**src/core/mag_pkg.sv**
```systemverilog
package mag_pkg;

  // ==========================================================
  // Register offsets (byte addresses on the control port)
  localparam logic [7:0] ADDR_FIRST      = 8'h06;
  localparam logic [7:0] ADDR_RATE       = 8'h06;
  localparam logic [7:0] ADDR_SEGMENT    = 8'h07;
  localparam logic [7:0] ADDR_LOOP_ONE   = 8'h08;
  localparam logic [7:0] ADDR_LOOP_TWO   = 8'h09;
  localparam logic [7:0] ADDR_LOOP_THREE = 8'h0a;
  localparam logic [7:0] ADDR_MIC_ONE    = 8'h0b;
  localparam logic [7:0] ADDR_MIC_TWO    = 8'h0c;
  localparam logic [7:0] ADDR_MONITOR    = 8'h0d;
  localparam logic [7:0] ADDR_PHONE      = 8'h0e;
  localparam int         REG_COUNT       = 9;

  // Reset values, index 0 is offset 0x06
  localparam logic [REG_COUNT-1:0][7:0] REG_RESET = {9{8'h00}};

  // ==========================================================
  // Field positions
  localparam int POS_RATE      = 4;
  localparam int POS_FRAME     = 2;
  localparam int POS_GATE_SEG  = 7;
  localparam int POS_LOOP_EN   = 0;
  localparam int POS_TARGET    = 1;
  localparam int POS_GATE_ON   = 4;
  localparam int POS_NOISE     = 5;
  localparam int POS_MAX_GAIN  = 0;
  localparam int POS_RISE_STEP = 4;
  localparam int POS_TIGHT     = 7;
  localparam int POS_HOLD      = 0;
  localparam int POS_FALL_STEP = 5;
  localparam int POS_GAIN      = 0;
  localparam int POS_SILENCE   = 4;
  localparam int POS_INT_SE    = 5;
  localparam int POS_EXT_SEL   = 6;
  localparam int POS_VCM       = 0;
  localparam int POS_BIAS      = 1;
  localparam int POS_KEY_TYPE  = 3;
  localparam int POS_KEY_SETTLE = 4;
  localparam int POS_MON_ATT   = 0;
  localparam int POS_PH_GAIN   = 0;
  localparam int POS_PH_MUTE   = 5;

  // ==========================================================
  // Timing and level tables
  localparam int STEP_BASE_MS   = 32;
  localparam int KEY_UNIT_MS    = 8;
  localparam int CLK_KHZ        = 20000;
  localparam int KEY_UNIT_CYC   = KEY_UNIT_MS * CLK_KHZ;
  localparam int NOISE_TOP_SHIFT = 12;
  localparam logic [7:0][9:0]  FRAME_MS   = {10'd1000, 10'd768, 10'd512, 10'd384,
                                             10'd256, 10'd192, 10'd128, 10'd96};
  localparam logic [3:0][4:0]  RATE_KHZ   = {5'd24, 5'd16, 5'd12, 5'd8};
  localparam logic [7:0][15:0] TARGET_LVL = {16'h0ccd, 16'h101d, 16'h1449, 16'h198a,
                                             16'h2027, 16'h287a, 16'h32f5, 16'h4027};

  // ==========================================================
  // Carriers
  typedef struct packed {
    logic        valid;
    logic [15:0] data;
  } mag_sample_type;

  typedef struct packed {
    logic [3:0] amp_gain;
    logic       mic_amp_silence;
    logic       internal_mic_single_ended;
    logic       external_mic_select;
    logic       int_bias_en;
    logic       outer_mic_bias_pin_en;
    logic [1:0] mic_bias_level;
    logic       capless_virtual_ground_select;
    logic       key_series;
    logic [3:0] monitor_feed_attenuation;
    logic [4:0] phone_input_gain;
    logic       phone_input_silence;
  } mag_ctrl_type;

  // Magnitude of a two's complement sample
  function automatic logic [15:0] mag_abs(input logic [15:0] d);
    mag_abs = d[15] ? 16'(-d) : d;
  endfunction : mag_abs

  // Milliseconds to samples at the expected capture rate
  function automatic logic [17:0] mag_samples(input logic [12:0] ms, input logic [1:0] rate);
    mag_samples = 18'(ms) * 18'(RATE_KHZ[rate]);
  endfunction : mag_samples

endpackage : mag_pkg

```
**src/core/mag_agc.sv**
```systemverilog
`timescale 1ns/100ps
// Contract
// - Gain follows level against target
// - Envelope segments sized from frame and rate
// - Rise after hold quiet segments, decay steps
// - Over target (1.5 times target unless tight) cuts gain at once, in ST_FALL at the next step
// - Noise segments never move gain
// - Gate zeroes noise-only output audio
// - Gain changes wait for zero crossing
// - Manual gain 6 to 36 dB
// - Silence bit mutes preamplifier
// - Internal microphone single-ended option
// - External microphone select bit
// - Bias level, only matching pin active
// - Capless virtual ground select
// - Headset key series or parallel
// - Parallel key settle 0 to 32 ms
// - Monitor feed attenuation field
// - Phone input gain field
// - Phone input silence bit
// - Loop enable selects automatic gain
// - Frame time table 96 to 1000 ms
// - Fall step time 32 to 4096 ms
// - Hold count 0 to 31 segments
module mag_agc #(
  parameter int KEY_CNT_W    = 20,
  parameter int KEY_UNIT_CYC = mag_pkg::KEY_UNIT_CYC
) (
  input  wire logic                    clk_sys_i,
  input  wire logic                    nrst_i,
  input  wire logic [7:0]              reg_addr_i,
  input  wire logic [7:0]              reg_wdata_i,
  input  wire logic                    reg_wr_i,
  input  wire logic                    reg_rd_i,
  input  wire mag_pkg::mag_sample_type adc_sample_i,
  input  wire logic                    key_raw_i,
  output logic [7:0]                   reg_rdata_o,
  output mag_pkg::mag_sample_type      capture_o,
  output mag_pkg::mag_ctrl_type        ctrl_o,
  output logic                         key_pressed_o,
  output logic                         noise_gated_o
);

  typedef enum logic [1:0] {ST_WAIT, ST_RISE, ST_FALL} mag_state_type;

  logic [1:0]                             rst_sync_ff;
  logic                                   rst_n;
  logic [mag_pkg::REG_COUNT-1:0][7:0]     reg_ff;
  mag_state_type                          state_ff, nxt_state;
  logic [3:0]                             gain_ff, nxt_gain;
  logic [3:0]                             applied_ff;
  logic [4:0]                             hold_ff, nxt_hold;
  logic [17:0]                            step_ff, nxt_step;
  logic                                   over_seen_ff, nxt_over_seen;
  logic                                   prev_sign_ff;
  logic                                   gate_want_ff;
  logic                                   seg_done;
  logic [15:0]                            seg_peak;
  logic                                   key_stable;

  // ==========================================================
  // Reset release through two flops
  always_ff @(posedge clk_sys_i or negedge nrst_i)
  begin
    if (!nrst_i)
      rst_sync_ff <= 2'b00;
    else
      rst_sync_ff <= {rst_sync_ff[0], 1'b1};
  end
  assign rst_n = rst_sync_ff[1];

  // ==========================================================
  // Register file decode
  wire [7:0] idx     = reg_addr_i - mag_pkg::ADDR_FIRST;
  wire       hit     = (reg_addr_i >= mag_pkg::ADDR_FIRST) && (reg_addr_i <= mag_pkg::ADDR_PHONE);
  wire [3:0] idx_s   = idx[3:0];
  wire [7:0] r_rate  = reg_ff[mag_pkg::ADDR_RATE - mag_pkg::ADDR_FIRST];
  wire [7:0] r_seg   = reg_ff[mag_pkg::ADDR_SEGMENT - mag_pkg::ADDR_FIRST];
  wire [7:0] r_l1    = reg_ff[mag_pkg::ADDR_LOOP_ONE - mag_pkg::ADDR_FIRST];
  wire [7:0] r_l2    = reg_ff[mag_pkg::ADDR_LOOP_TWO - mag_pkg::ADDR_FIRST];
  wire [7:0] r_l3    = reg_ff[mag_pkg::ADDR_LOOP_THREE - mag_pkg::ADDR_FIRST];
  wire [7:0] r_m1    = reg_ff[mag_pkg::ADDR_MIC_ONE - mag_pkg::ADDR_FIRST];
  wire [7:0] r_m2    = reg_ff[mag_pkg::ADDR_MIC_TWO - mag_pkg::ADDR_FIRST];
  wire [7:0] r_mon   = reg_ff[mag_pkg::ADDR_MONITOR - mag_pkg::ADDR_FIRST];
  wire [7:0] r_ph    = reg_ff[mag_pkg::ADDR_PHONE - mag_pkg::ADDR_FIRST];

  // Writes store the byte, reads of unmapped offsets give zero
  always_ff @(posedge clk_sys_i or negedge rst_n)
  begin
    if (!rst_n)
    begin
      reg_ff      <= mag_pkg::REG_RESET;
      reg_rdata_o <= 8'h00;
    end
    else
    begin
      if (reg_wr_i && hit)
        reg_ff[idx_s] <= reg_wdata_i;
      reg_rdata_o <= (reg_rd_i && hit) ? reg_ff[idx_s] : 8'h00;
    end
  end

  // ==========================================================
  // Field extraction
  wire       loop_en   = r_l1[mag_pkg::POS_LOOP_EN];
  wire [2:0] tgt_code  = r_l1[mag_pkg::POS_TARGET +: 3];
  wire       gate_on   = r_l1[mag_pkg::POS_GATE_ON];
  wire [2:0] noise_cd  = r_l1[mag_pkg::POS_NOISE +: 3];
  wire [3:0] max_gain  = r_l2[mag_pkg::POS_MAX_GAIN +: 4];
  wire [2:0] rise_cd   = r_l2[mag_pkg::POS_RISE_STEP +: 3];
  wire       tight     = r_l2[mag_pkg::POS_TIGHT];
  wire [4:0] hold_need = r_l3[mag_pkg::POS_HOLD +: 5];
  wire [2:0] fall_cd   = r_l3[mag_pkg::POS_FALL_STEP +: 3];
  wire [1:0] rate_cd   = r_rate[mag_pkg::POS_RATE +: 2];
  wire [3:0] man_gain  = r_m1[mag_pkg::POS_GAIN +: 4];
  wire       seg_zc_off = r_seg[mag_pkg::POS_GATE_SEG];

  // ==========================================================
  // Segment and step lengths in samples
  // segment sizing
  wire [17:0] seg_len  = mag_pkg::mag_samples(
                           13'(mag_pkg::FRAME_MS[r_seg[mag_pkg::POS_FRAME +: 3]]), rate_cd);
  wire [17:0] fall_len = mag_pkg::mag_samples(13'(mag_pkg::STEP_BASE_MS << fall_cd), rate_cd);
  wire [17:0] rise_len = mag_pkg::mag_samples(13'(mag_pkg::STEP_BASE_MS << rise_cd), rate_cd);

  mag_envelope u_env (
    .clk_i      (clk_sys_i),
    .rst_n_i    (rst_n),
    .smp_i      (adc_sample_i),
    .seg_len_i  (seg_len),
    .seg_done_o (seg_done),
    .seg_peak_o (seg_peak)
  );

  // ==========================================================
  // Level comparisons
  wire [15:0] tgt_lvl   = mag_pkg::TARGET_LVL[tgt_code];
  wire [16:0] over_lvl  = tight ? {1'b0, tgt_lvl} : 17'({1'b0, tgt_lvl} + {2'b00, tgt_lvl[15:1]});
  wire [15:0] mag_now   = mag_pkg::mag_abs(adc_sample_i.data);
  wire        smp_over  = adc_sample_i.valid && ({1'b0, mag_now} > over_lvl);
  wire [15:0] noise_lvl = 16'h7fff >> (4'(mag_pkg::NOISE_TOP_SHIFT) - {1'b0, noise_cd});
  wire        seg_sig   = seg_peak > noise_lvl;
  wire        seg_quiet = seg_done && seg_sig && (seg_peak < tgt_lvl);
  wire        seg_loud  = seg_done && seg_sig && (seg_peak >= tgt_lvl);
  wire        step_due  = adc_sample_i.valid && (step_ff == 18'h00000);
  wire [3:0]  gain_dn   = (gain_ff != 4'h0) ? gain_ff - 4'h1 : gain_ff;
  wire [3:0]  gain_up   = (gain_ff < max_gain) ? gain_ff + 4'h1 : gain_ff;
  wire [4:0]  hold_inc  = (hold_ff != 5'h1f) ? hold_ff + 5'h01 : hold_ff;

  // ==========================================================
  // Gain loop next state
  always_comb
  begin
    nxt_state     = state_ff;
    nxt_gain      = gain_ff;
    nxt_hold      = hold_ff;
    nxt_over_seen = over_seen_ff;
    nxt_step      = (adc_sample_i.valid && step_ff != 18'h00000) ? step_ff - 18'h00001 : step_ff;
    if (!loop_en)
    begin
      nxt_state     = ST_WAIT;
      nxt_gain      = man_gain;
      nxt_hold      = 5'h00;
      nxt_over_seen = 1'b0;
    end
    else if (smp_over && state_ff != ST_FALL)
    begin
      nxt_state     = ST_FALL;
      nxt_gain      = gain_dn;
      nxt_hold      = 5'h00;
      nxt_step      = fall_len - 18'h00001;
      nxt_over_seen = 1'b0;
    end
    else
    begin
      unique case (state_ff)
        ST_FALL:
        begin
          if (smp_over)
            nxt_over_seen = 1'b1;
          if (step_due && over_seen_ff)
          begin
            nxt_gain      = gain_dn;
            nxt_step      = fall_len - 18'h00001;
            nxt_over_seen = 1'b0;
          end
          else if (step_due)
            nxt_state = ST_WAIT;
        end
        ST_WAIT:
        begin
          if (seg_loud)
            nxt_hold = 5'h00;
          else if (seg_quiet)
          begin
            nxt_hold = hold_inc;
            if (hold_inc >= hold_need)
            begin
              nxt_state = ST_RISE;
              nxt_step  = rise_len - 18'h00001;
            end
          end
        end
        ST_RISE:
        begin
          if (seg_loud)
          begin
            nxt_state = ST_WAIT;
            nxt_hold  = 5'h00;
          end
          else if (step_due)
          begin
            nxt_gain = gain_up;
            nxt_step = rise_len - 18'h00001;
          end
        end
      endcase
    end
    if (nxt_gain > max_gain && loop_en)
      nxt_gain = max_gain;
  end

  always_ff @(posedge clk_sys_i or negedge rst_n)
  begin
    if (!rst_n)
    begin
      state_ff     <= ST_WAIT;
      gain_ff      <= 4'h0;
      hold_ff      <= 5'h00;
      step_ff      <= 18'h00000;
      over_seen_ff <= 1'b0;
    end
    else
    begin
      state_ff     <= nxt_state;
      gain_ff      <= nxt_gain;
      hold_ff      <= nxt_hold;
      step_ff      <= nxt_step;
      over_seen_ff <= nxt_over_seen;
    end
  end

  // ==========================================================
  // Zero crossing, applied gain, noise gate
  wire zc = adc_sample_i.valid &&
            ((adc_sample_i.data[15] != prev_sign_ff) || (adc_sample_i.data == 16'h0000));
  wire gate_edge = seg_zc_off ? seg_done : zc;

  always_ff @(posedge clk_sys_i or negedge rst_n)
  begin
    if (!rst_n)
    begin
      prev_sign_ff  <= 1'b0;
      applied_ff    <= 4'h0;
      gate_want_ff  <= 1'b0;
      noise_gated_o <= 1'b0;
      capture_o     <= '0;
    end
    else
    begin
      if (adc_sample_i.valid)
        prev_sign_ff <= adc_sample_i.data[15];
      if (zc)
        applied_ff <= loop_en ? gain_ff : man_gain;
      if (seg_done)
        gate_want_ff <= gate_on && !seg_sig;
      if (gate_edge || !gate_on)
        noise_gated_o <= gate_on && (seg_done ? !seg_sig : gate_want_ff);
      capture_o.valid <= adc_sample_i.valid;
      capture_o.data  <= noise_gated_o ? 16'h0000 : adc_sample_i.data;
    end
  end

  mag_debounce #(
    .CNT_W    (KEY_CNT_W),
    .UNIT_CYC (KEY_UNIT_CYC)
  ) u_key (
    .clk_i    (clk_sys_i),
    .rst_n_i  (rst_n),
    .raw_i    (key_raw_i),
    .series_i (r_m2[mag_pkg::POS_KEY_TYPE]),
    .settle_i (r_m2[mag_pkg::POS_KEY_SETTLE +: 2]),
    .stable_o (key_stable)
  );

  // ==========================================================
  // Registered analog controls
  always_ff @(posedge clk_sys_i or negedge rst_n)
  begin
    if (!rst_n)
    begin
      ctrl_o        <= '0;
      key_pressed_o <= 1'b0;
    end
    else
    begin
      ctrl_o.amp_gain                      <= applied_ff;
      ctrl_o.mic_amp_silence               <= r_m1[mag_pkg::POS_SILENCE];
      ctrl_o.internal_mic_single_ended     <= r_m1[mag_pkg::POS_INT_SE];
      ctrl_o.external_mic_select           <= r_m1[mag_pkg::POS_EXT_SEL];
      ctrl_o.int_bias_en                   <= !r_m1[mag_pkg::POS_EXT_SEL];
      ctrl_o.outer_mic_bias_pin_en         <= r_m1[mag_pkg::POS_EXT_SEL];
      ctrl_o.mic_bias_level                <= r_m2[mag_pkg::POS_BIAS +: 2];
      ctrl_o.capless_virtual_ground_select <= r_m2[mag_pkg::POS_VCM];
      ctrl_o.key_series                    <= r_m2[mag_pkg::POS_KEY_TYPE];
      ctrl_o.monitor_feed_attenuation      <= r_mon[mag_pkg::POS_MON_ATT +: 4];
      ctrl_o.phone_input_gain              <= r_ph[mag_pkg::POS_PH_GAIN +: 5];
      ctrl_o.phone_input_silence           <= r_ph[mag_pkg::POS_PH_MUTE];
      key_pressed_o                        <= key_stable;
    end
  end

  // ==========================================================
  // Checks
  chk_fall_now: assert property (@(posedge clk_sys_i) disable iff (!rst_n)
    loop_en && smp_over && state_ff != ST_FALL && gain_ff != 4'h0 && gain_ff <= max_gain
    |=> gain_ff == $past(gain_ff) - 4'h1 && state_ff == ST_FALL)
    else $error("gain not cut at once");
  chk_gain_ceiling: assert property (@(posedge clk_sys_i) disable iff (!rst_n)
    loop_en |=> gain_ff <= $past(max_gain))
    else $error("gain above maximum");
  chk_zc_hold: assert property (@(posedge clk_sys_i) disable iff (!rst_n)
    !zc |=> $stable(applied_ff))
    else $error("gain changed off crossing");
  chk_manual_gain: assert property (@(posedge clk_sys_i) disable iff (!rst_n)
    !loop_en && zc |=> ##1 ctrl_o.amp_gain == $past(man_gain, 2))
    else $error("manual gain not applied");
  chk_noise_still: assert property (@(posedge clk_sys_i) disable iff (!rst_n)
    loop_en && state_ff == ST_WAIT && seg_done && !seg_sig && !smp_over |=> $stable(gain_ff))
    else $error("noise moved gain");
  chk_rise_hold: assert property (@(posedge clk_sys_i) disable iff (!rst_n)
    state_ff == ST_WAIT ##1 state_ff == ST_RISE |-> $past(seg_quiet) && hold_ff >= hold_need)
    else $error("rise before hold");
  chk_gate_zero: assert property (@(posedge clk_sys_i) disable iff (!rst_n)
    noise_gated_o && adc_sample_i.valid |=> capture_o.valid && capture_o.data == 16'h0000)
    else $error("gated audio passed");
  chk_silence_bit: assert property (@(posedge clk_sys_i) disable iff (!rst_n)
    reg_wr_i && reg_addr_i == mag_pkg::ADDR_MIC_ONE
    |=> ##1 ctrl_o.mic_amp_silence == $past(reg_wdata_i[mag_pkg::POS_SILENCE], 2))
    else $error("silence bit not applied");
  chk_one_bias: assert property (@(posedge clk_sys_i) disable iff (!rst_n)
    !(ctrl_o.int_bias_en && ctrl_o.outer_mic_bias_pin_en))
    else $error("both bias pins on");
  cov_fall: cover property (@(posedge clk_sys_i) disable iff (!rst_n)
    state_ff == ST_FALL ##1 state_ff == ST_WAIT);
  cov_rise: cover property (@(posedge clk_sys_i) disable iff (!rst_n)
    state_ff == ST_RISE && step_due);
  cov_gate: cover property (@(posedge clk_sys_i) disable iff (!rst_n) $rose(noise_gated_o));

endmodule : mag_agc

```
**src/core/mag_debounce.sv**
```systemverilog
`timescale 1ns/100ps
module mag_debounce #(
  parameter int CNT_W    = 20,
  parameter int UNIT_CYC = mag_pkg::KEY_UNIT_CYC
) (
  input  wire logic       clk_i,
  input  wire logic       rst_n_i,
  input  wire logic       raw_i,
  input  wire logic       series_i,
  input  wire logic [1:0] settle_i,
  output logic            stable_o
);

  logic [CNT_W-1:0] cnt_ff;

  if (UNIT_CYC * 4 >= (1 << CNT_W))
  begin : g_check
    $error("mag_debounce: CNT_W too narrow for UNIT_CYC");
  end

  // Settle length: 0, 1, 2 or 4 units
  wire [CNT_W-1:0] unit  = CNT_W'(UNIT_CYC);
  wire [CNT_W-1:0] limit = (settle_i == 2'b01) ? unit :
                           (settle_i == 2'b10) ? CNT_W'(unit << 1) : CNT_W'(unit << 2);
  wire             bypass = series_i || (settle_i == 2'b00);

  // ==========================================================
  // Accept a change only after it stood long enough
  always_ff @(posedge clk_i or negedge rst_n_i)
  begin
    if (!rst_n_i)
    begin
      cnt_ff   <= '0;
      stable_o <= 1'b0;
    end
    else if (bypass || raw_i == stable_o)
    begin
      cnt_ff   <= '0;
      stable_o <= raw_i;
    end
    else if (cnt_ff >= limit - CNT_W'(1))
    begin
      cnt_ff   <= '0;
      stable_o <= raw_i;
    end
    else
    begin
      cnt_ff <= cnt_ff + CNT_W'(1);
    end
  end

endmodule : mag_debounce

```
**src/core/mag_envelope.sv**
```systemverilog
`timescale 1ns/100ps
module mag_envelope (
  input  wire logic                    clk_i,
  input  wire logic                    rst_n_i,
  input  wire mag_pkg::mag_sample_type smp_i,
  input  wire logic [17:0]             seg_len_i,
  output logic                         seg_done_o,
  output logic [15:0]                  seg_peak_o
);

  logic [17:0] cnt_ff;
  logic [15:0] run_ff;
  wire  [15:0] mag_now  = mag_pkg::mag_abs(smp_i.data);
  wire  [15:0] peak_now = (mag_now > run_ff) ? mag_now : run_ff;
  wire         last     = smp_i.valid && (cnt_ff >= seg_len_i - 18'h00001);

  // ==========================================================
  // Peak per segment of samples
  always_ff @(posedge clk_i or negedge rst_n_i)
  begin
    if (!rst_n_i)
    begin
      cnt_ff     <= 18'h00000;
      run_ff     <= 16'h0000;
      seg_done_o <= 1'b0;
      seg_peak_o <= 16'h0000;
    end
    else
    begin
      seg_done_o <= last;
      if (last)
      begin
        cnt_ff     <= 18'h00000;
        run_ff     <= 16'h0000;
        seg_peak_o <= peak_now;
      end
      else if (smp_i.valid)
      begin
        cnt_ff <= cnt_ff + 18'h00001;
        run_ff <= peak_now;
      end
    end
  end

endmodule : mag_envelope

```
**config.mk**
```make
export PLATFORM = sky130hd
export DESIGN_NAME = mag_agc
export DESIGN_NICKNAME = d
export VERILOG_FILES = /design/src/core/mag_pkg.sv /design/src/core/mag_agc.sv /design/src/core/mag_debounce.sv /design/src/core/mag_envelope.sv
export SDC_FILE = /design/constraint.sdc
export NUM_CORES = 1
export LEC_CHECK = 0
export BUFFER_PORTS_ARGS = -buffer_cell sky130_fd_sc_hd__buf_4
export CORE_ASPECT_RATIO = 0.7
export CORE_MARGIN = 5
export CORE_UTILIZATION = 57
export CTS_CLUSTER_DIAMETER = 30
export DETAILED_ROUTE_END_ITERATION = 8
export HOLD_SLACK_MARGIN = 0.02
export PLACE_DENSITY = 0.78
export SLEW_MARGIN = 20
export SYNTH_ARGS = -nofsm -noshare
export SYNTH_HDL_FRONTEND = slang
export SYNTH_SLANG_ARGS = --single-unit
```
**constraint.sdc**
```tcl
create_clock -name clk_sys_i -period 6.3 [get_ports clk_sys_i]
set_input_delay 1.575 -clock clk_sys_i [delete_from_list [all_inputs] [get_ports clk_sys_i]]
set_output_delay 1.575 -clock clk_sys_i [all_outputs]
set_load 0.005 [all_outputs]
```
==> impl_summary.md <==
Timing
For the pin with the worst max-slew slack, the measured transition is about 940 ps. The share of the cycle needed by the critical path after routing is between 90% and 100%. The number of slew-limit violations in the final report was 0. The final total negative setup slack is 0 ps. The worst pin sits at a relative slew slack of between 30% and 40%.

For the final database, setup skew stands at 17.2 ps. The fmax is around 0.17 GHz. The final setup violation count is 0. The final count of hold timing violations is 0. After layout, the minimum clock period comes to 6030 ps.

Setup path
The data required time of the critical path is 6700 ps. The worst setup path is captured at a register. The critical path's slowest cell is sky130_fd_sc_hd__fa_1. For this run, the slowest stage of the critical path takes approximately 400 ps. The arrival time at the worst endpoint is roughly 6400 ps.

Along the worst path, the maximum fanout reaches 12. The number of cells on the worst reg-to-reg path is 30. The launch instance of the worst register-to-register path is r_l1[1].

The worst setup path is launched from a register. The worst setup path is of the reg2reg kind. The most used cell along the critical path is sky130_fd_sc_hd__ha_1. The worst register-to-register path ends at gain_ff[2]. The slack of the worst reg-to-reg path is ~270 ps.

Synthesis
In this run the mean area of a mapped cell was around 9.5 um2. Sequential cells were found to cover between 30% and 40% of the synthesized design area. The cell count after synthesis came out at ~1700. Yosys printed 0 warnings. The count of unique library cells instantiated by Yosys is 80. The post-synthesis register bit count is between 200 and 250.

The predominant post-synthesis flop cell is sky130_fd_sc_hd__dfrtp_1. The post-synth net total is approximately 2000. Counting flops with an async set or reset pin after synthesis yields a share of 100%.

The synthesized design contains 0 enable-type register cells. The mapped netlist covers approximately 0.016 mm2.

Power
Across the VDD grid, the largest voltage drop is 0.231 mV. The overall power after layout is approximately 6.7 mW. For this design the static power due to leakage is roughly 9.4 nW. The power density relative to cell area is around 350 mW/mm2.

Finish
0 antenna diodes ended up in the layout. The area growth from synthesis to layout is 17.9%. In the final design database the tool counted between 2000 and 2500 nets.

Measured on the finished design, the core utilization comes to 67.6%. The final non-filler cell area is 0.0194 mm2. The number of standard cells in the layout, taps in and fillers out is between 2000 and 2500. The filler cell count is 2192. Cells with a size suffix above 1 make up between 10% and 20% of the layout.

Place
The count of buffers added on input and output ports is 87. The HPWL after detailed placement is 31400 um. The placement-stage cell area is 0.0176 mm2. At the end of routability-driven placement, the weighted congestion stood at between 0.9 and 1.

After detailed placement, the design holds a cell count of roughly 2200.

Job
Across the run, the number of max-cap violations was 0.

Clocking
The clock tree from TritonCTS is done. The clock transition time at the flip-flop clock pins of the worst setup and hold paths is roughly 50 ps. In this run the clock root is driven by a sky130_fd_sc_hd__clkbuf_16. The insertion delay of the later-clocked pin in the worst-skew pair is 530 ps. In this run, CTS created clock tree buffers numbering 44. In this run, post-CTS hold repair placed 0 buffers.

The clock sink total is 231. The maximum buffer depth of the clock tree is 3. In this run the number of H-tree levels came out at 2.

Floorplanning
The die is 213 um wide. The floorplan step defined a die boundary enclosing between 0.03 and 0.04 mm2. The core region is 0.0286 mm2. The number of rows created at floorplan is 52.

The I/O pin total is 88. Measured along the y axis, the die boundary spans ~150 um. Once the floorplan was initialized, standard cells occupied 57.3% of the core.

Drt
The overall routed net length is roughly 43000 um. Dividing the detail-routed via count by the number of cells gives between 5 and 6. After detailed routing, the number of remaining DRC violations is 0. The number of detailed-routing iterations run before antenna repair is 5.

The number of DRC violations after detailed-routing iteration 0 is between 1000 and 1500. The routed wire length per instance is roughly 19 um. The total vias in the final route is about 13000. The count of nets left with antenna violations once routing finished came out at 0.

Global routing
Entering global routing, the biggest net connects 75 pins. The initial antenna violation count is 0. Across every metal layer, demand over resource in global routing totals 26.0%. The first global-routing pass estimated 69300 um of wire.

Global routing finished with a remaining overflow of 0. The number of global-route vias before repair is between 10000 and 15000.

Hold path
The class of the tightest hold or removal check is reg2async.

Status
The run finished with clean final reports.
## worst max-delay path by stage
stage / startpoint / to / slack (ps) / depth (start not counted)
after floorplan: r_l1[1] / gain_ff[1] / 50 / 28
after global placement: adc_sample_i[2] / gain_ff[2] / 180 / 20
after detailed placement: r_l1[1] / gain_ff[2] / -80 / 30
after CTS: r_l1[2] / gain_ff[2] / 20 / 29
after global routing: r_l1[1] / gain_ff[2] / -9 / 30
final: r_l1[1] / gain_ff[2] / 270 / 30
## metal layers
layer | vias up | track usage, % | part of all wire [%]
met5 | - | 0 | 0
met4 | 0 | 5.45 | 1.8
met3 | 69 | 5.61 | 8.7
met2 | 524 | 37.6 | 43
met1 | 6494 | 40.2 | 47
li1 | 6372 | - | -
## cells by family after synthesis
family | synth area share (%)
AND/OR/NAND/NOR | 15.3
AO/OA/AOI/OAI | 13.7
flip-flops | 35.2
adder cells (fa/ha/maj) | 18.2
buffers and inverters | 4.98
multiplexers | 7.92
XOR/XNOR | 4.59
other | 0.0457
## through the flow
step	hold WS, ps	worst slack [ps]
after floorplan	331	50.7
after global placement	339	176
after detailed placement	361	-79.2
after CTS	377	24.2
after global routing	239	-9.00
final	210	271
## critical path, delay by kind of cell (launching register included)
kind,cells,cell delay (ps)
AO/OA/AOI/OAI,13,2150
adder cells (fa/ha/maj),5,1390
multiplexers,1,250
flip-flops,1,350
AND/OR/NAND/NOR,6,1060
buffers and inverters,5,700
## power by group
group          switching, mW  internal, mW  total [mW]
registers              0.253          1.73        1.99
clock network          0.875          1.64        2.52
logic                   1.25         0.926        2.18
## layout by cell type, fill, tap and decap left out, types with 36 or more instances in the layout
cell                        Yosys  final
sky130_fd_sc_hd__xnor2_1       49     49
sky130_fd_sc_hd__dfrtp_1      231    229
sky130_fd_sc_hd__o21ai_0      106    102
sky130_fd_sc_hd__clkbuf_16      0     45
sky130_fd_sc_hd__nand2_1      159    159
sky130_fd_sc_hd__nor2_1       111    110
sky130_fd_sc_hd__nand3_1       61     61
sky130_fd_sc_hd__nor2b_1       41     39
sky130_fd_sc_hd__ha_1         207    207
sky130_fd_sc_hd__nor3_1        38     36
sky130_fd_sc_hd__mux2_2        62     62
sky130_fd_sc_hd__a21oi_1       70     65
sky130_fd_sc_hd__inv_1        155    154
sky130_fd_sc_hd__xor2_1        37     36
sky130_fd_sc_hd__buf_4          1    122
## final cells by class
cell class	instances	area, um2	share of cell area [%]
Tap cell	378	473	2.44
Clock buffer	46	1140	5.89
Clock inverter	34	460	2.38
Sequential cell	231	5790	29.9
Timing Repair Buffer	124	955	4.93
Inverter	156	586	3.03
Multi-Input combinational cell	1285	9950	51.4
## flip-flops by register name (all words and copies together) (netlist names), 16 cells and up
| signal | flops |
|---|---|
| ctrl_o | 22 |
| u_key.cnt_ff | 20 |
| step_ff | 18 |
| u_env.cnt_ff | 18 |
| capture_o | 17 |
| u_env.run_ff | 16 |
| u_env.seg_peak_o | 16 |
## Yosys cell counts, types with 20 or more instances
library cell | number | area [um2]
sky130_fd_sc_hd__a21oi_1 | 70 | 350
sky130_fd_sc_hd__mux2_2 | 62 | 698
sky130_fd_sc_hd__nor2_1 | 111 | 417
sky130_fd_sc_hd__dfrtp_1 | 231 | 5780
sky130_fd_sc_hd__nor3_1 | 38 | 190
sky130_fd_sc_hd__clkbuf_1 | 48 | 180
sky130_fd_sc_hd__ha_1 | 207 | 2590
sky130_fd_sc_hd__fa_1 | 20 | 400
sky130_fd_sc_hd__o22ai_1 | 28 | 175
sky130_fd_sc_hd__mux2i_1 | 23 | 230
sky130_fd_sc_hd__nor2b_1 | 41 | 257
sky130_fd_sc_hd__xor2_1 | 37 | 324
sky130_fd_sc_hd__o21ai_0 | 106 | 531
sky130_fd_sc_hd__inv_1 | 155 | 582
sky130_fd_sc_hd__nand3_1 | 61 | 305
sky130_fd_sc_hd__nand2_1 | 159 | 597
sky130_fd_sc_hd__xnor2_1 | 49 | 429
sky130_fd_sc_hd__a21o_1 | 25 | 188
## repair_timing
item                                    4_1_cts  5_1_grt
buffers inserted                              0        1
resized for setup                             5       26
gates cloned                                  0        0
endpoints found under the setup margin        4       43
pin swaps                                     2        7
Note: power is estimated with default switching activity, not from simulation.
